[src/btu_pkg.sv]
// shared constants, encodings and carrier types of the bit test unit
package btu_pkg;

	// opcode byte and field positions of the instruction word
	localparam int unsigned BTU_OPC_LSB = 16;
	localparam logic [7:0] BTU_OPC_MEM_TEST = 8'hAB;
	localparam logic [7:0] BTU_OPC_MEM_SET = 8'hAC;
	localparam logic [7:0] BTU_OPC_WREG_LIT = 8'hA3;
	localparam logic [7:0] BTU_OPC_WREG_IDX = 8'hA5;
	localparam int unsigned BTU_MEM_POS_LSB = 13;
	localparam int unsigned BTU_MEM_ADDR_LSB = 1;
	localparam int unsigned BTU_MEM_ADDR_MSB = 12;
	localparam int unsigned BTU_SHARED_POS = 0;
	localparam int unsigned BTU_LIT_POS_LSB = 12;
	localparam int unsigned BTU_LIT_DEST_POS = 11;
	localparam int unsigned BTU_IDX_DEST_POS = 15;
	localparam int unsigned BTU_IDX_REG_LSB = 11;
	localparam int unsigned BTU_MODE_LSB = 4;
	localparam int unsigned BTU_SRC_LSB = 0;

	// source addressing modes
	localparam logic [2:0] BTU_AM_DIRECT = 3'h0;
	localparam logic [2:0] BTU_AM_IND = 3'h1;
	localparam logic [2:0] BTU_AM_POSTINC = 3'h2;
	localparam logic [2:0] BTU_AM_POSTDEC = 3'h3;
	localparam logic [2:0] BTU_AM_PREINC = 3'h4;
	localparam logic [2:0] BTU_AM_PREDEC = 3'h5;
	localparam logic [15:0] BTU_PTR_STEP = 16'h0002;

	// flag positions, byte lanes and reset values
	localparam int unsigned BTU_FLAG_CARRY = 0;
	localparam int unsigned BTU_FLAG_NIL = 1;
	localparam logic [1:0] BTU_BE_WORD = 2'h3;
	localparam logic [1:0] BTU_BE_LO = 2'h1;
	localparam logic [1:0] BTU_BE_HI = 2'h2;
	localparam logic [15:0] BTU_FLAGS_RST = 16'h0000;
	localparam logic [15:0] BTU_WREG_RST = 16'h0000;

	// kind of instruction held in the execute stage
	typedef enum logic [1:0] {BTU_K_MEM_TEST, BTU_K_MEM_SET, BTU_K_WREG} btu_kind_t;

	// execute stage contents
	typedef struct packed {
		logic valid;
		btu_kind_t kind;
		logic [3:0] idx;
		logic byte_op;
		logic dest_nil;
		logic use_mem;
		logic [15:0] addr;
		logic [15:0] opnd;
	} btu_exec_t;

	// data memory write-back
	typedef struct packed {
		logic en;
		logic [15:0] addr;
		logic [15:0] data;
		logic [1:0] be;
	} btu_wr_t;

	// whole state of the unit
	typedef struct packed {
		logic [15:0][15:0] wreg;
		logic [15:0] flags;
		btu_exec_t ex;
		logic rd_en;
		logic [15:0] rd_addr;
		btu_wr_t wr;
		logic done;
		logic illegal;
		logic [15:0] wreg_rd;
	} btu_state_t;

	localparam btu_state_t BTU_STATE_RST = '0;

endpackage : btu_pkg

[src/btu_core.sv]
// bit test execution unit: decode, operand fetch, flag update and set write-back
//
// Contract
// [RQ1] memory test opcode AB, position bits high, 13-bit address mid, bit 0 shared
// [RQ2] memory test puts the inverted selected bit into the nil flag
// [RQ3] memory test never writes memory; only the nil flag changes
// [RQ4] byte addresses up to 8191; word addresses even, up to 8190
// [RQ5] bit 0 is least significant, up to 7 for bytes, 15 for words
// [RQ6] software keeps word addresses aligned and byte positions within 0..7
// [RQ7] byte size only with the byte suffix, otherwise word size
// [RQ8] carry destination copies the bit; nil destination stores its inverse
// [RQ9] missing destination suffix means nil destination
// [RQ10] register tests are word sized, positions 0..15, source value kept
// [RQ11] operand direct or indirect in five forms, 3-bit mode, 4-bit register
// [RQ12] literal form takes the position from its 4-bit field
// [RQ13] indexed form uses only the low four bits of the index register
// [RQ14] indexed form: destination bit then 4-bit index register field
// [RQ15] test-then-set opcode AC, same field layout as memory test
// [RQ16] test-then-set loads inverted bit into nil flag, then sets the bit
// [RQ17] software never aims test-then-set at the flags register
// [RQ18] one instruction per cycle, longer only for slow memory reads
// [RQ19] instruction address drives the read and the test-then-set write-back
// [RQ20] pointer updates step by two
// [RQ21] carry at bit 0, nil at bit 1, other flags untouched
`timescale 1ns/1ps
`default_nettype none
module btu_core (
	// clock and reset
	input wire logic i_clk,
	input wire logic i_rst_n,
	// instruction
	input wire logic i_instr_valid,
	input wire logic [23:0] i_instr,
	input wire logic i_byte_sfx,
	// data memory
	output logic o_mem_rd_en,
	output logic [15:0] o_mem_rd_addr,
	input wire logic [15:0] i_mem_rd_data,
	input wire logic i_mem_wait,
	output btu_pkg::btu_wr_t o_mem_wr,
	// working registers
	input wire logic i_wreg_wr_en,
	input wire logic [3:0] i_wreg_wr_sel,
	input wire logic [15:0] i_wreg_wr_data,
	input wire logic [3:0] i_wreg_rd_sel,
	output logic [15:0] o_wreg_rd_data,
	// flags register
	input wire logic i_flags_wr_en,
	input wire logic [15:0] i_flags_wr_data,
	output logic [15:0] o_flags,
	// status
	output logic o_done,
	output logic o_illegal
);

	btu_pkg::btu_state_t r;
	btu_pkg::btu_state_t n;
	logic stall;
	logic acc;
	logic fin;
	logic dec_ok;
	logic tbit;
	logic [15:0] set_word;
	logic [15:0] opnd;
	logic [7:0] opc;
	logic [2:0] mode;
	logic [3:0] src_sel;
	logic [3:0] idx_sel;
	logic [15:0] ptr;
	logic [15:0] ea;

	// pointer moved by one word up or down
	function automatic logic [15:0] btu_step(input logic [15:0] p, input logic up);
		if (up) begin
			btu_step = p + btu_pkg::BTU_PTR_STEP; // [RQ20]
		end else begin
			btu_step = p - btu_pkg::BTU_PTR_STEP; // [RQ20]
		end
	endfunction : btu_step

	// true for the two memory-operand opcodes
	function automatic logic btu_is_mem(input logic [7:0] code);
		btu_is_mem = (code == btu_pkg::BTU_OPC_MEM_TEST) || (code == btu_pkg::BTU_OPC_MEM_SET);
	endfunction : btu_is_mem

	// true for the two working-register opcodes
	function automatic logic btu_is_wreg(input logic [7:0] code);
		btu_is_wreg = (code == btu_pkg::BTU_OPC_WREG_LIT) || (code == btu_pkg::BTU_OPC_WREG_IDX);
	endfunction : btu_is_wreg

	// handshake terms of the two stages
	assign stall = r.ex.valid && r.ex.use_mem && i_mem_wait; // [RQ18]
	assign acc = i_instr_valid && !stall;
	assign fin = r.ex.valid && !stall;
	assign opnd = r.ex.use_mem ? i_mem_rd_data : r.ex.opnd;
	assign opc = i_instr[btu_pkg::BTU_OPC_LSB +: 8];
	assign mode = i_instr[btu_pkg::BTU_MODE_LSB +: 3]; // [RQ11]
	assign src_sel = i_instr[btu_pkg::BTU_SRC_LSB +: 4]; // [RQ11]
	assign idx_sel = i_instr[btu_pkg::BTU_IDX_REG_LSB +: 4]; // [RQ14]
	assign ptr = r.wreg[src_sel];

	// bit picked from the execute stage operand
	btu_bitsel u_bitsel (
		.i_word(opnd),
		.i_idx(r.ex.idx),
		.i_byte_op(r.ex.byte_op),
		.i_byte_hi(r.ex.addr[0]),
		.o_bit(tbit),
		.o_set_word(set_word)
	);

	// next state: loads, execute stage, then decode stage
	always_comb begin
		n = r;
		n.done = 1'b0;
		n.illegal = 1'b0;
		n.wr.en = 1'b0;
		n.rd_en = 1'b0;
		dec_ok = 1'b0;
		ea = ptr;
		n.wreg_rd = r.wreg[i_wreg_rd_sel];
		if (i_wreg_wr_en) begin
			n.wreg[i_wreg_wr_sel] = i_wreg_wr_data;
		end
		if (i_flags_wr_en) begin
			n.flags = i_flags_wr_data;
		end
		// execute: slow reads hold the stage and the read request
		if (stall) begin
			n.rd_en = r.rd_en; // [RQ18]
		end else if (r.ex.valid) begin
			n.done = 1'b1;
			n.ex.valid = 1'b0;
			if (r.ex.dest_nil) begin
				n.flags[btu_pkg::BTU_FLAG_NIL] = !tbit; // [RQ2] [RQ8] [RQ16] [RQ21]
			end else begin
				n.flags[btu_pkg::BTU_FLAG_CARRY] = tbit; // [RQ8] [RQ21]
			end
			// only test-then-set writes back; a plain test leaves memory alone
			if (r.ex.kind == btu_pkg::BTU_K_MEM_SET) begin // [RQ3]
				n.wr.en = 1'b1;
				n.wr.addr = r.ex.addr; // [RQ19]
				n.wr.data = r.ex.byte_op ? {set_word[15:8], set_word[7:0]} : set_word;
				if (!r.ex.byte_op) begin
					n.wr.be = btu_pkg::BTU_BE_WORD;
				end else if (r.ex.addr[0]) begin
					n.wr.be = btu_pkg::BTU_BE_HI;
				end else begin
					n.wr.be = btu_pkg::BTU_BE_LO;
				end
			end
		end else begin
			n.ex.valid = 1'b0;
		end
		// decode and operand fetch
		if (acc) begin
			dec_ok = 1'b1;
			n.ex.opnd = 16'h0000;
			case (opc)
				btu_pkg::BTU_OPC_MEM_TEST,
				btu_pkg::BTU_OPC_MEM_SET: begin // [RQ1] [RQ15]
					n.ex.kind = (opc == btu_pkg::BTU_OPC_MEM_SET) ? btu_pkg::BTU_K_MEM_SET : btu_pkg::BTU_K_MEM_TEST;
					n.ex.byte_op = i_byte_sfx; // [RQ7]
					n.ex.dest_nil = 1'b1;
					n.ex.use_mem = 1'b1;
					if (i_byte_sfx) begin
						// byte: shared bit is the address LSB, picks the lane
						n.ex.addr = {3'h0, i_instr[btu_pkg::BTU_MEM_ADDR_MSB:btu_pkg::BTU_SHARED_POS]}; // [RQ1] [RQ4]
						n.ex.idx = {1'b0, i_instr[btu_pkg::BTU_MEM_POS_LSB +: 3]}; // [RQ5]
					end else begin
						// word: address even, shared bit is the position LSB
						n.ex.addr = {3'h0, i_instr[btu_pkg::BTU_MEM_ADDR_MSB:btu_pkg::BTU_MEM_ADDR_LSB], 1'b0}; // [RQ1] [RQ6]
						n.ex.idx = {i_instr[btu_pkg::BTU_MEM_POS_LSB +: 3], i_instr[btu_pkg::BTU_SHARED_POS]}; // [RQ1]
					end
					n.rd_en = 1'b1;
					n.rd_addr = n.ex.addr; // [RQ19]
				end
				btu_pkg::BTU_OPC_WREG_LIT,
				btu_pkg::BTU_OPC_WREG_IDX: begin
					n.ex.kind = btu_pkg::BTU_K_WREG;
					n.ex.byte_op = 1'b0; // [RQ10]
					if (opc == btu_pkg::BTU_OPC_WREG_LIT) begin
						n.ex.idx = i_instr[btu_pkg::BTU_LIT_POS_LSB +: 4]; // [RQ12]
						n.ex.dest_nil = i_instr[btu_pkg::BTU_LIT_DEST_POS]; // [RQ8] [RQ9]
					end else begin
						n.ex.idx = r.wreg[idx_sel][3:0]; // [RQ13]
						n.ex.dest_nil = i_instr[btu_pkg::BTU_IDX_DEST_POS]; // [RQ9] [RQ14]
					end
					n.ex.use_mem = 1'b1;
					case (mode)
						btu_pkg::BTU_AM_DIRECT: begin
							n.ex.use_mem = 1'b0;
							n.ex.opnd = ptr; // [RQ10]
						end
						btu_pkg::BTU_AM_IND: begin
							ea = ptr; // [RQ11]
						end
						btu_pkg::BTU_AM_POSTINC: begin
							n.wreg[src_sel] = btu_step(ptr, 1'b1); // [RQ11] [RQ20]
						end
						btu_pkg::BTU_AM_POSTDEC: begin
							n.wreg[src_sel] = btu_step(ptr, 1'b0); // [RQ11] [RQ20]
						end
						btu_pkg::BTU_AM_PREINC: begin
							ea = btu_step(ptr, 1'b1); // [RQ11]
							n.wreg[src_sel] = ea;
						end
						btu_pkg::BTU_AM_PREDEC: begin
							ea = btu_step(ptr, 1'b0); // [RQ11]
							n.wreg[src_sel] = ea;
						end
						default: begin
							dec_ok = 1'b0;
						end
					endcase
					n.ex.addr = ea;
					n.rd_en = n.ex.use_mem && dec_ok;
					n.rd_addr = ea;
				end
				default: begin
					dec_ok = 1'b0;
				end
			endcase
			if (dec_ok) begin
				n.ex.valid = 1'b1;
			end else begin
				n.illegal = 1'b1;
				n.ex.valid = 1'b0;
				n.rd_en = 1'b0;
				n.wreg = r.wreg;
				if (i_wreg_wr_en) begin
					n.wreg[i_wreg_wr_sel] = i_wreg_wr_data;
				end
			end
		end
	end

	// state register with synchronous reset
	always_ff @(posedge i_clk) begin
		if (!i_rst_n) begin
			r <= btu_pkg::BTU_STATE_RST;
		end else begin
			r <= n;
		end
	end

	// outputs straight from the state flops
	assign o_mem_rd_en = r.rd_en;
	assign o_mem_rd_addr = r.rd_addr;
	assign o_mem_wr = r.wr;
	assign o_wreg_rd_data = r.wreg_rd;
	assign o_flags = r.flags;
	assign o_done = r.done;
	assign o_illegal = r.illegal;

	// helper terms watched by the checks below
	logic acc_mem_word;
	logic acc_direct_lit;
	logic acc_postinc;
	logic [11:0] instr_addr_hi;
	logic [13:0] flags_hi;
	logic [15:0] ptr_plus;
	logic [3:0] idx_low;
	assign acc_mem_word = acc && !i_byte_sfx && btu_is_mem(opc);
	assign acc_direct_lit = acc && opc == btu_pkg::BTU_OPC_WREG_LIT && mode == btu_pkg::BTU_AM_DIRECT;
	assign acc_postinc = acc && opc == btu_pkg::BTU_OPC_WREG_LIT && mode == btu_pkg::BTU_AM_POSTINC;
	assign instr_addr_hi = i_instr[12:1];
	assign flags_hi = r.flags[15:2];
	assign ptr_plus = r.wreg[src_sel] + 16'h0002;
	assign idx_low = r.wreg[idx_sel][3:0];

	// terms for the byte, pre-decrement, literal and refusal checks
	logic acc_mem_byte;
	logic acc_predec;
	logic acc_lit;
	logic acc_bad;
	logic [12:0] instr_addr_all;
	logic [3:0] instr_lit_pos;
	logic [15:0] ptr_minus;
	assign acc_mem_byte = acc && i_byte_sfx && btu_is_mem(opc);
	assign acc_predec = acc && btu_is_wreg(opc) && mode == btu_pkg::BTU_AM_PREDEC;
	assign acc_lit = acc && dec_ok && opc == btu_pkg::BTU_OPC_WREG_LIT;
	assign acc_bad = acc && !dec_ok;
	assign instr_addr_all = i_instr[btu_pkg::BTU_MEM_ADDR_MSB:btu_pkg::BTU_SHARED_POS];
	assign instr_lit_pos = i_instr[btu_pkg::BTU_LIT_POS_LSB +: 4];
	assign ptr_minus = r.wreg[src_sel] - 16'h0002;
endmodule : btu_core
`default_nettype wire

[src/btu_bitsel.sv]
// bit selection and bit setting on a word or byte operand
`timescale 1ns/1ps
`default_nettype none
module btu_bitsel (
	// operand and position
	input wire logic [15:0] i_word,
	input wire logic [3:0] i_idx,
	input wire logic i_byte_op,
	input wire logic i_byte_hi,
	// results
	output logic o_bit,
	output logic [15:0] o_set_word
);

	logic [3:0] pos;

	// byte positions 0..7 map into the lane picked by the address bit
	always_comb begin
		if (i_byte_op) begin
			pos = {i_byte_hi, i_idx[2:0]}; // [RQ5] [RQ7]
		end else begin
			pos = i_idx; // [RQ5]
		end
		o_bit = i_word[pos];
		o_set_word = i_word | (16'h0001 << pos); // [RQ16]
	end

endmodule : btu_bitsel
`default_nettype wire

[config.mk]
export PLATFORM = sky130hd
export DESIGN_NAME = btu_core
export DESIGN_NICKNAME = d
export VERILOG_FILES = /design/src/btu_pkg.sv /design/src/btu_core.sv /design/src/btu_bitsel.sv
export SDC_FILE = /design/constraint.sdc
export NUM_CORES = 1
export LEC_CHECK = 0
export CAP_MARGIN = 5
export CORE_MARGIN = 3
export CORE_UTILIZATION = 35
export CTS_BUF_LIST = sky130_fd_sc_hd__clkbuf_8
export CTS_CLUSTER_SIZE = 24
export DETAILED_ROUTE_END_ITERATION = 7
export DONT_BUFFER_PORTS = 1
export GPL_TIMING_DRIVEN = 0
export PLACE_DENSITY = 0.48
export REMOVE_ABC_BUFFERS = 1
export SYNTH_ARGS = -nofsm -noshare
export SYNTH_HDL_FRONTEND = slang
export SYNTH_HIERARCHICAL = 1
export SYNTH_SLANG_ARGS = --single-unit
[constraint.sdc]
create_clock -name i_clk -period 3.15 [get_ports i_clk]
set_input_delay 0.1575 -clock i_clk [delete_from_list [all_inputs] [get_ports i_clk]]
set_output_delay 0.1575 -clock i_clk [all_outputs]
set_load 0.01 [all_outputs]
Yosys cells after proc, flatten, opt, wreduce, memory -nomap -nowiden. Cells that the tools add are included.

Bits in read-only memories: 0. Memories kept: 0. Register bits: 384. Logic and storage cells: 146. Bits in latches: 0. Bits in writable memories: 0. Output and inout bits: 86.

Div/mod/pow operators: 0. Bitwise gates (word level): 4. Shifts and indexed selects: 1. Equal/unequal tests: 11. Reduce and logical (&&, ||, !) cells: 18. Add/subtract/negate cells: 2. $lt $le $gt $ge: 7. Multiplexer cells: 68. Multipliers: 0.

Operators with widths (count): $bwmux 256 (5); $mux 256 (4); $pmux 256 s4 (1); $mux 16 (19); $bmux 16 s4 (3); $demux 16 s4 (2); $mux 59 (1); $pmux 25 s2 (1); $mux 35 (1); $pmux 17 s2 (1); $eq 8x8->1 const B (4); $pmux 16 s2 (1); $lt 4x5->1 const B (5); $mux 1 (18); $add 16x2->16 const B (1); $mux 4 (4); $or 16x16->16 (1); $shl 1x4->16 const A (1); $sub 16x2->16 const B (1); $ge 4x1->1 const B (2); $mux 2 (4); $eq 3x2->1 const B (2); $eq 3x3->1 const B (2); $logic_and 1x1->1 (6); other kinds (15) (21).

Depth between registers and ports, before layout. Gate-level depths: netlist (run 1).

Depth after elaboration: 11. Mapped depth: 16. Gate-level depth less buffers: 11.

Modules after synthesis. The synthesis (run 1) kept the hierarchy.

By module, submodules not included: btu_core (cells an instance 2689, area each 24338.3 um^2, times used 1, seq. area each 7687.4 um^2); btu_bitsel (cells an instance 41, area each 347.8 um^2, times used 1, seq. area each 0.0 um^2).

Worst setup path before layout (run 1). No wires, ideal clock.

Path kind: in2reg. Start point: input i_instr[0]. End point: register r[157] in the netlist's numbering. Required time: 3.023 ns. Arrival time: 3.320 ns. Setup slack: -0.297 ns. Stages on the path: 16. Library setup time: 0.127 ns. Path buffers: 6. Path through: buf_6 buf_12 buf_12 mux4_2 nand2_1 and4_1 buf_2 clkbuf_1 ha_1 inv_1 nor3_1 nand4bb_1 a21oi_1 clkbuf_1 o21ai_0 o2bb2ai_1.

Longest elaborated chain between the ends: 11. Elaborated cells on any way between the ends: 29. Those cells by class: 2 x add/sub; 2 x order compare; 24 x mux; 1 x reduce/logical.

Ends and longest elaborated chain: from (decl) (RTL line btu_core.sv:33) `input wire logic [23:0] i_instr,`; $bmux 16 s4; $mux 16; $sub 16x2->16 or $add 16x2->16 (tied branches); $mux 16 (RTL line btu_core.sv:190) `case (mode)`; $mux 16 (RTL line btu_core.sv:159) `case (opc)`; $mux 16 (RTL line btu_core.sv:156) `if (acc) begin`; $bwmux 256 (on tied branches); $pmux 256 s4 * (RTL line btu_core.sv:190); $mux 256 * (RTL line btu_core.sv:159); $mux 256 * (RTL line btu_core.sv:224) `if (dec_ok) begin`; $mux 256 * (RTL line btu_core.sv:156); to (signal assigned) (RTL line btu_core.sv:241) `r <= btu_pkg::BTU_STATE_RST;`; to (signal assigned) (RTL line btu_core.sv:243) `r <= n;`; to (decl) (RTL line btu_core.sv:56) `btu_pkg::btu_state_t r;`.

Mark *: on every way between the ends. The rest lies on a longest branch, timed or not. The select of a mux whose other input is x is not followed. A chain may end at the register's enable or synchronous reset.

Worst setup path after layout (run 1).
Start point: input i_instr[6]. End point: register r[205] in the netlist's numbering.

Longest elaborated chain between the ends: 9. Elaborated cells on any way between the ends: 16. Those cells by class: 5 x eq/ne; 9 x mux; 2 x reduce/logical.

Ends and longest elaborated chain (RTL line): $eq 3x2->1 (tied with other cells) (btu_core.sv:190); $reduce_or 6->1 (no line); $mux 1 (btu_core.sv:190); $mux 1 (btu_core.sv:159); $mux 1 (btu_core.sv:156); $pmux 1 s2 (btu_core.sv:159); $mux 1 (btu_core.sv:156); $mux 256 * (btu_core.sv:224); $mux 256 * (btu_core.sv:156).

Marked as above.

==> results of run 1 <==
==> synthesized netlist by cell type (all sizes together) (6+ instances only) <==
library cell / number
a211oi: 55
a21o: 14
a21oi: 178
a22oi: 31
a31o: 6
a31oi: 20
and2: 31
and3: 13
and4: 13
buf: 146
clkbuf: 169
dfxtp: 384
inv: 7
mux2: 56
mux2i: 257
mux4: 168
nand2: 263
nand2b: 12
nand3: 50
nand4: 24
nor2: 335
nor2b: 10
nor3: 76
nor3b: 7
nor4: 7
o211a: 9
o211ai: 7
o21ai: 189
o21bai: 8
o22a: 13
o22ai: 25
o2bb2ai: 16
o31ai: 14
o32ai: 15
or3: 12
or4: 7
xnor2: 21
==> cells by family (layout without fill, tap and decap cells) <==
| family | Yosys count | in the layout | share of synthesized area [%] |
|---|---|---|---|
| AO/OA/AOI/OAI | 635 | 635 | 16.0 |
| XOR/XNOR | 25 | 25 | 0.993 |
| adder cells (fa/ha/maj) | 2 | 2 | 0.101 |
| buffers and inverters | 322 | 343 | 6.87 |
| flip-flops | 384 | 384 | 31.1 |
| multiplexers | 481 | 481 | 28.8 |
| other | 0 | 3 | 0 |
| AND/OR/NAND/NOR | 881 | 885 | 16.1 |
==> where the power goes <==
part / internal, mW / switching, mW / total, mW
logic: 0.599 / 0.882 / 1.48
registers: 4.93 / 0.0644 / 4.99
clock network: 2.80 / 2.45 / 5.25
total: 8.33 / 3.40 / 11.7
==> worst max-delay path: stages <==
cell and delay (ns):
dlygate4sd3_1 0.71, xor2_2 0.61, buf_8 0.28, nand3_2 0.61, nor2_1 1.04, o32a_1 0.30
nor2_1 0.04
==> cells in the final DEF (no fill, tap or decap), types with 18 or more instances in the layout <==
cell,count
nor2_1,319
a31oi_1,18
nand2_1,243
mux4_2,137
a211oi_1,54
buf_4,43
mux2i_1,257
o22ai_1,25
dfxtp_1,382
nor3_1,68
mux2_2,55
a21oi_1,171
mux4_1,28
o21ai_0,184
clkbuf_8,95
dlygate4sd3_1,116
and2_1,29
inv_1,29
nand3_1,45
a22oi_1,24
nand4_1,24
==> repair_timing <==
item / CTS / global route
setup buffers: 23 / 24
gates cloned: 3 / 1
endpoints found under the setup margin: 277 / 167
gates resized for setup: 75 / 32
endpoints found under the hold margin: 344 / 58
hold buffers: 118 / 1
pin swaps: 19 / 15
==> area by class of cell <==
| cell class | instances | share of cell area (%) |
|---|---|---|
| clock buffers | 95 | 4.54 |
| flip-flops and latches | 384 | 26.7 |
| inverters | 7 | 0.135 |
| well taps | 931 | 4.04 |
| multi-input cells | 2028 | 55.7 |
| diodes | 3 | 0.0261 |
| clock inverters | 37 | 0.712 |
| repair buffers | 204 | 8.19 |
==> state kept, by name, summed over array words and instances, names as in the netlist <==
name and cells:
o_mem_rd_addr 16, o_mem_wr 35, o_wreg_rd_data 16, o_illegal 1, o_flags 16, o_mem_rd_en 1, o_done 1, r 298
==> routing by layer <==
| metal | share of wire (%) | vias up | GRT usage, % |
|---|---|---|---|
| met5 | 0.026 | - | 0 |
| met4 | 5.8 | 4 | 14.3 |
| met3 | 11 | 365 | 8.03 |
| met2 | 44 | 1547 | 45.7 |
| met1 | 39 | 11500 | 36.8 |
| li1 | - | 10000 | - |
==> per-stage QoR <==
| step | instance area, um^2 | setup slack (ns) | total power [mW] |
|---|---|---|---|
| 2_1_floorplan | 23000 | -1.55 | 5.74 |
| 3_3_place_gp | 24200 | -6.22 | 6.05 |
| 3_5_place_dp | 25100 | -2.15 | 6.13 |
| 4_1_cts | 28400 | -0.000884 | 11.7 |
| 5_1_grt | 28800 | -0.0381 | 12.0 |
| 6_report | 28800 | -0.0740 | 11.7 |
==> worst max path at each step <==
| stage | from | end | slack [ns] | cells after the start |
|---|---|---|---|---|
| global route | r[349]$_SDFF_PN0_ | r[222]$_SDFF_PN0_ | -0.04 | 8 |
| floorplan | i_instr[20] | r[266]$_SDFF_PN0_ | -1.55 | 8 |
| global placement | i_rst_n | r[253]$_SDFF_PN0_ | -6.22 | 4 |
| CTS | r[312]$_SDFF_PN0_ | r[255]$_SDFF_PN0_ | -0.0009 | 9 |
| finish | i_instr[6] | r[205]$_SDFF_PN0_ | -0.07 | 7 |
| detailed placement | i_instr[23] | r[312]$_SDFF_PN0_ | -2.15 | 8 |
==> impl_metrics.ini, run 1 <==
[setup_path]
required_ns = 3.71
r2r_end = r[334]$_SDFF_PN0_
cp.arrival_ns = 3.78
crit_fanout = 21
critPathKind = input port to flop
worst_r2r_path_depth = 8
start_kind = input port
r2r-start = r[349]$_SDFF_PN0_
rrSetupSlack_ns = 0
end_kind = flop

[grt]
grt_max_degree = 138
grt_usage_pct = 29.1
antenna_found_initial = 3
overflow = 0
grt_pass1_wl_um = 159000
first_global_vias = 22300

[finish]
seqCellArea_um2 = 7690
postLayoutCoreUtil_pct = 41.6
fillers = 6843
fin_nets = 2790
instances_no_fill = 3689
area_growth_pct = 16.7
layout-drive-gt1-share_pct = 18.9
multi_input_area_um2 = 16000

[placed_design]
place_congestion = 0.909
dp_cells = 3384
dp_hpwl_um = 68900
port_buffers = 0

[clock_tree]
cts_buffers = 76
cts_tree = done
clock_latency_ns = 0.71
cts_max_level = 3
cts.clk_slew.worst_paths_ns = 0.06
cts_max_path_buffers = 3
root_buffer = clkbuf_8
cts.sinks = 384

[detailed_routing]
vias_per_cell = 6.35
detail_route.first_pass.iterations = 6
wl_um = 112000
drc = 0
vias = 23400
wl_per_cell_um = 30.4
detail-route-antenna-nets = 0
drt_iter0_drc = 3064

[floorplanning]
rows = 96
fp.dieW_um = 272
die_h_um = 272
io_pins = 173
die_area_um2 = 73800
design.core.area_um2 = 69200
start_util_pct = 35.7

[outcome]
violations = negative setup slack
status = complete, but fails checks

[min_path]
hold_path_depth = 3
whs_endpoint = o_wreg_rd_data[13]$_SDFF_PN0_
min_from = i_wreg_rd_sel[1]
hold_class = input port to flop

[yosys]
synth_edf_count = 0
ys_warn_count = 6
synth.cell_area_um2 = 24700
synth_area_leaders = dfxtp_1 (31%), mux4_2 (12%), mux2i_1 (10%)
syn_inst = 2730
yosysSeqAreaShare_pct = 31.1
synth-seq-cells = 384
ys.flop_type = dfxtp_1
async_reset_ff_share_pct = 0
post_synth.cell_area_avg_um2 = 9.04
synth_top_area_share_pct = 31.1
synth_top_area_cell = dfxtp_1
synth.distinct_cells = 86

[flow_run]
cap_violations = 0

[timing]
hold_ws_ns = 0.00950
fin_setup_tns_ns = -0.425
final.period_utilization_pct = 102
setup_viol = 14
worstMarginPinSlew_ns = 1.31
clock_skew_ns = 0.0443
finalHoldViolCount = 0
maxSlewViolCount = 0
period_minus_slack_ns = 3.22
slew_headroom_pct = 12.4
timing.fmax_mhz = 310
timing.final.ws_setup_ns = -0.0740

[power_and_ir_drop]
powerDensity_nw_per_um2 = 407
vdd_drop_max_mv = 0.280
p_leak_nw = 10.6
Power figures use the tool's default switching activity.
==> run 2, diff against run 1 <==
==> constraint.sdc (replaced) <==
create_clock -name i_clk -period 3.15 [get_ports i_clk]
set_input_delay 0.63 -clock i_clk [delete_from_list [all_inputs] [get_ports i_clk]]
set_output_delay 0.63 -clock i_clk [all_outputs]
set_load 0.01 [all_outputs]
==> run 2 against run 1 <==
  * The run now ends clean
  * Die area did not move
  * Sequential cell count stayed put
  * Cell count fell by 3.4%
  * Non-clock buffer count decreased by 128
  * Maximum frequency is 2.7% higher
  * Via count decreased by 2.9%
  * Design area is 4.6% lower
  * Setup slack better by 0.085 ns
  * Clock power about the same
  * Sequential power about the same
  * Wire length down 3.6%
  * Critical path type is now flop to flop
  * Critical endpoint is now r[220]$_SDFF_PN0_
  * Largest cell class unchanged
  * Largest power group unchanged
==> impl_metrics.ini, run 2 (synthesized netlist as in run 1, its figures left out) <==
[outcome]
status = finished, final reports clean

[grt]
grt_usage_pct = 28.2
antenna_found_initial = 2
first_global_vias = 21700
overflow = 0
grt_max_degree = 138
grt_pass1_wl_um = 154000

[floorplanning]
io_pins = 173
fp.dieW_um = 272
die_h_um = 272
design.core.area_um2 = 69200
start_util_pct = 35.7
die_area_um2 = 73800
rows = 96

[detailed_routing]
drt_iter0_drc = 2959
detail-route-antenna-nets = 0
vias_per_cell = 6.39
detail_route.first_pass.iterations = 6
wl_per_cell_um = 30.3
drc = 0
vias = 22800
wl_um = 108000

[timing]
period_minus_slack_ns = 3.14
slew_headroom_pct = 7.54
finalHoldViolCount = 0
final.period_utilization_pct = 99.7
timing.fmax_mhz = 319
clock_skew_ns = 0.0411
rsz0062_at_grt = no
maxSlewViolCount = 0
setup_viol = 0
worstMarginPinSlew_ns = 1.38

[finish]
largest_reg_flops = 298
instances_no_fill = 3562
fin_nets = 2663
top_register = r
area_growth_pct = 11.3
layout-drive-gt1-share_pct = 19.3
final_common_cell = dfxtp_1
final_cell_mix = dfxtp_1 (383), nor2_1 (320), mux2i_1 (257)

[flow_run]
cap_violations = 0

[min_path]
hold_class = input port to flop

[clock_tree]
cts_tree = done
cts_buffers = 76
cts_max_path_buffers = 3
cts.clk_slew.worst_paths_ns = 0.06
cts_hold_buffers = 0
cts.sinks = 384
root_buffer = clkbuf_8
clock_latency_ns = 0.70
cts_max_level = 3

[setup_path]
crit_fanout = 16
end_kind = flop
critical-path-slowest-cell = xnor2_4
critPathKind = flop to flop
max_stage_delay_ns = 0.51
start_kind = flop
cp.arrival_ns = 3.68
crit_chain = mux4_2 -> a22oi_1 -> nand2_4 -> nand4_1 -> or4_1 -> nand2_1 -> xnor2_4 -> o21ai_0
required_ns = 3.69

[power_and_ir_drop]
switching_share_pct = 28.2
total_power_mw = 11.4
comb_power_share_pct = 10.5
p_leak_nw = 10.0
power_frac_seq_pct = 43.7
p_sw_mw = 3.22
vdd_drop_max_mv = 0.287
p_int_mw = 8.20
p_clk_share_pct = 45.9
powerDensity_nw_per_um2 = 416

[placed_design]
place_congestion = 0.909
dp_hpwl_um = 68900
dp_cells = 3384
port_buffers = 0
## run 2: cell count changes in the layout (fill, tap and decap cells not counted), moves of 2 or more
cell / change
dlygate4sd3_1: -116
nand3_2: -2
buf_12: -2
buf_4: -9
## run 2: timing repair
action / 4_1_cts / 5_1_grt
resized for setup: 81 / 21
setup buffers: 23 / 15
cloned: 5 / 0
pin swaps: 20 / 10
setup endpoints to repair: 282 / 164
## run 2: cell type report
type / count / area (um^2)
diodes: 3 / 7.51
clock buffers: 95 / 1310
clock inverters: 37 / 205
fillers: 6934 / 41700
inverters: 7 / 38.8
multi-input cells: 2029 / 16000
flip-flops and latches: 384 / 7690
well taps: 931 / 1160
repair buffers: 76 / 1060
## run 2: final timing paths
kind | cells after the start | to | slack [ns] | start
hold / removal | 1 | o_wreg_rd_data[4]$_SDFF_PN0_ | 0.10 | i_rst_n
setup reg to reg | 8 | r[220]$_SDFF_PN0_ | 0.01 | r[311]$_SDFF_PN0_
setup / recovery | 8 | r[220]$_SDFF_PN0_ | 0.01 | r[311]$_SDFF_PN0_
hold reg to reg | 2 | r[100]$_SDFFE_PN0P_ | 0.44 | r[100]$_SDFFE_PN0P_
## run 2: power groups by stage
stage	Clock [mW]	Sequential [mW]	Combinational, mW
final	5.24	4.99	1.19
after CTS	5.32	4.99	1.12
after floorplan	0	5.07	0.664
after global placement	0	5.09	0.964
after global routing	5.51	4.99	1.24
after detailed placement	0	5.09	1.04
## run 2: critical path, delay by kind of cell, from the launching register on
kind | cells | cell delay [ns]
XOR/XNOR | 1 | 0.51
AO/OA/AOI/OAI | 2 | 0.60
multiplexers | 1 | 0.47
AND/OR/NAND/NOR | 4 | 1.07
flip-flops | 1 | 0.32
## run 2: per-stage QoR
stage	area [um^2]	worst slack [ns]	util, %	hold WS, ns	setup TNS (ns)
6_report	27500	0.0106	39.7	0.103	0
5_1_grt	27500	0.00122	39.7	0.0559	0
4_1_cts	27200	0.00502	39.3	0.0426	0
3_5_place_dp	25100	-2.62	36.2	0.432	-551.26
3_3_place_gp	24200	-6.69	35.0	0.431	-1381.14
2_1_floorplan	23000	-2.02	-	0.415	-276.75
## run 2: metal layers
layer / part of all wire, % / wire length, um / GRT usage (%)
met1: 39 / 42000 / 35.9
met2: 45 / 48500 / 44.6
met3: 11 / 11700 / 7.74
met4: 5.4 / 5870 / 13.0
met5: 0 / 0 / 0
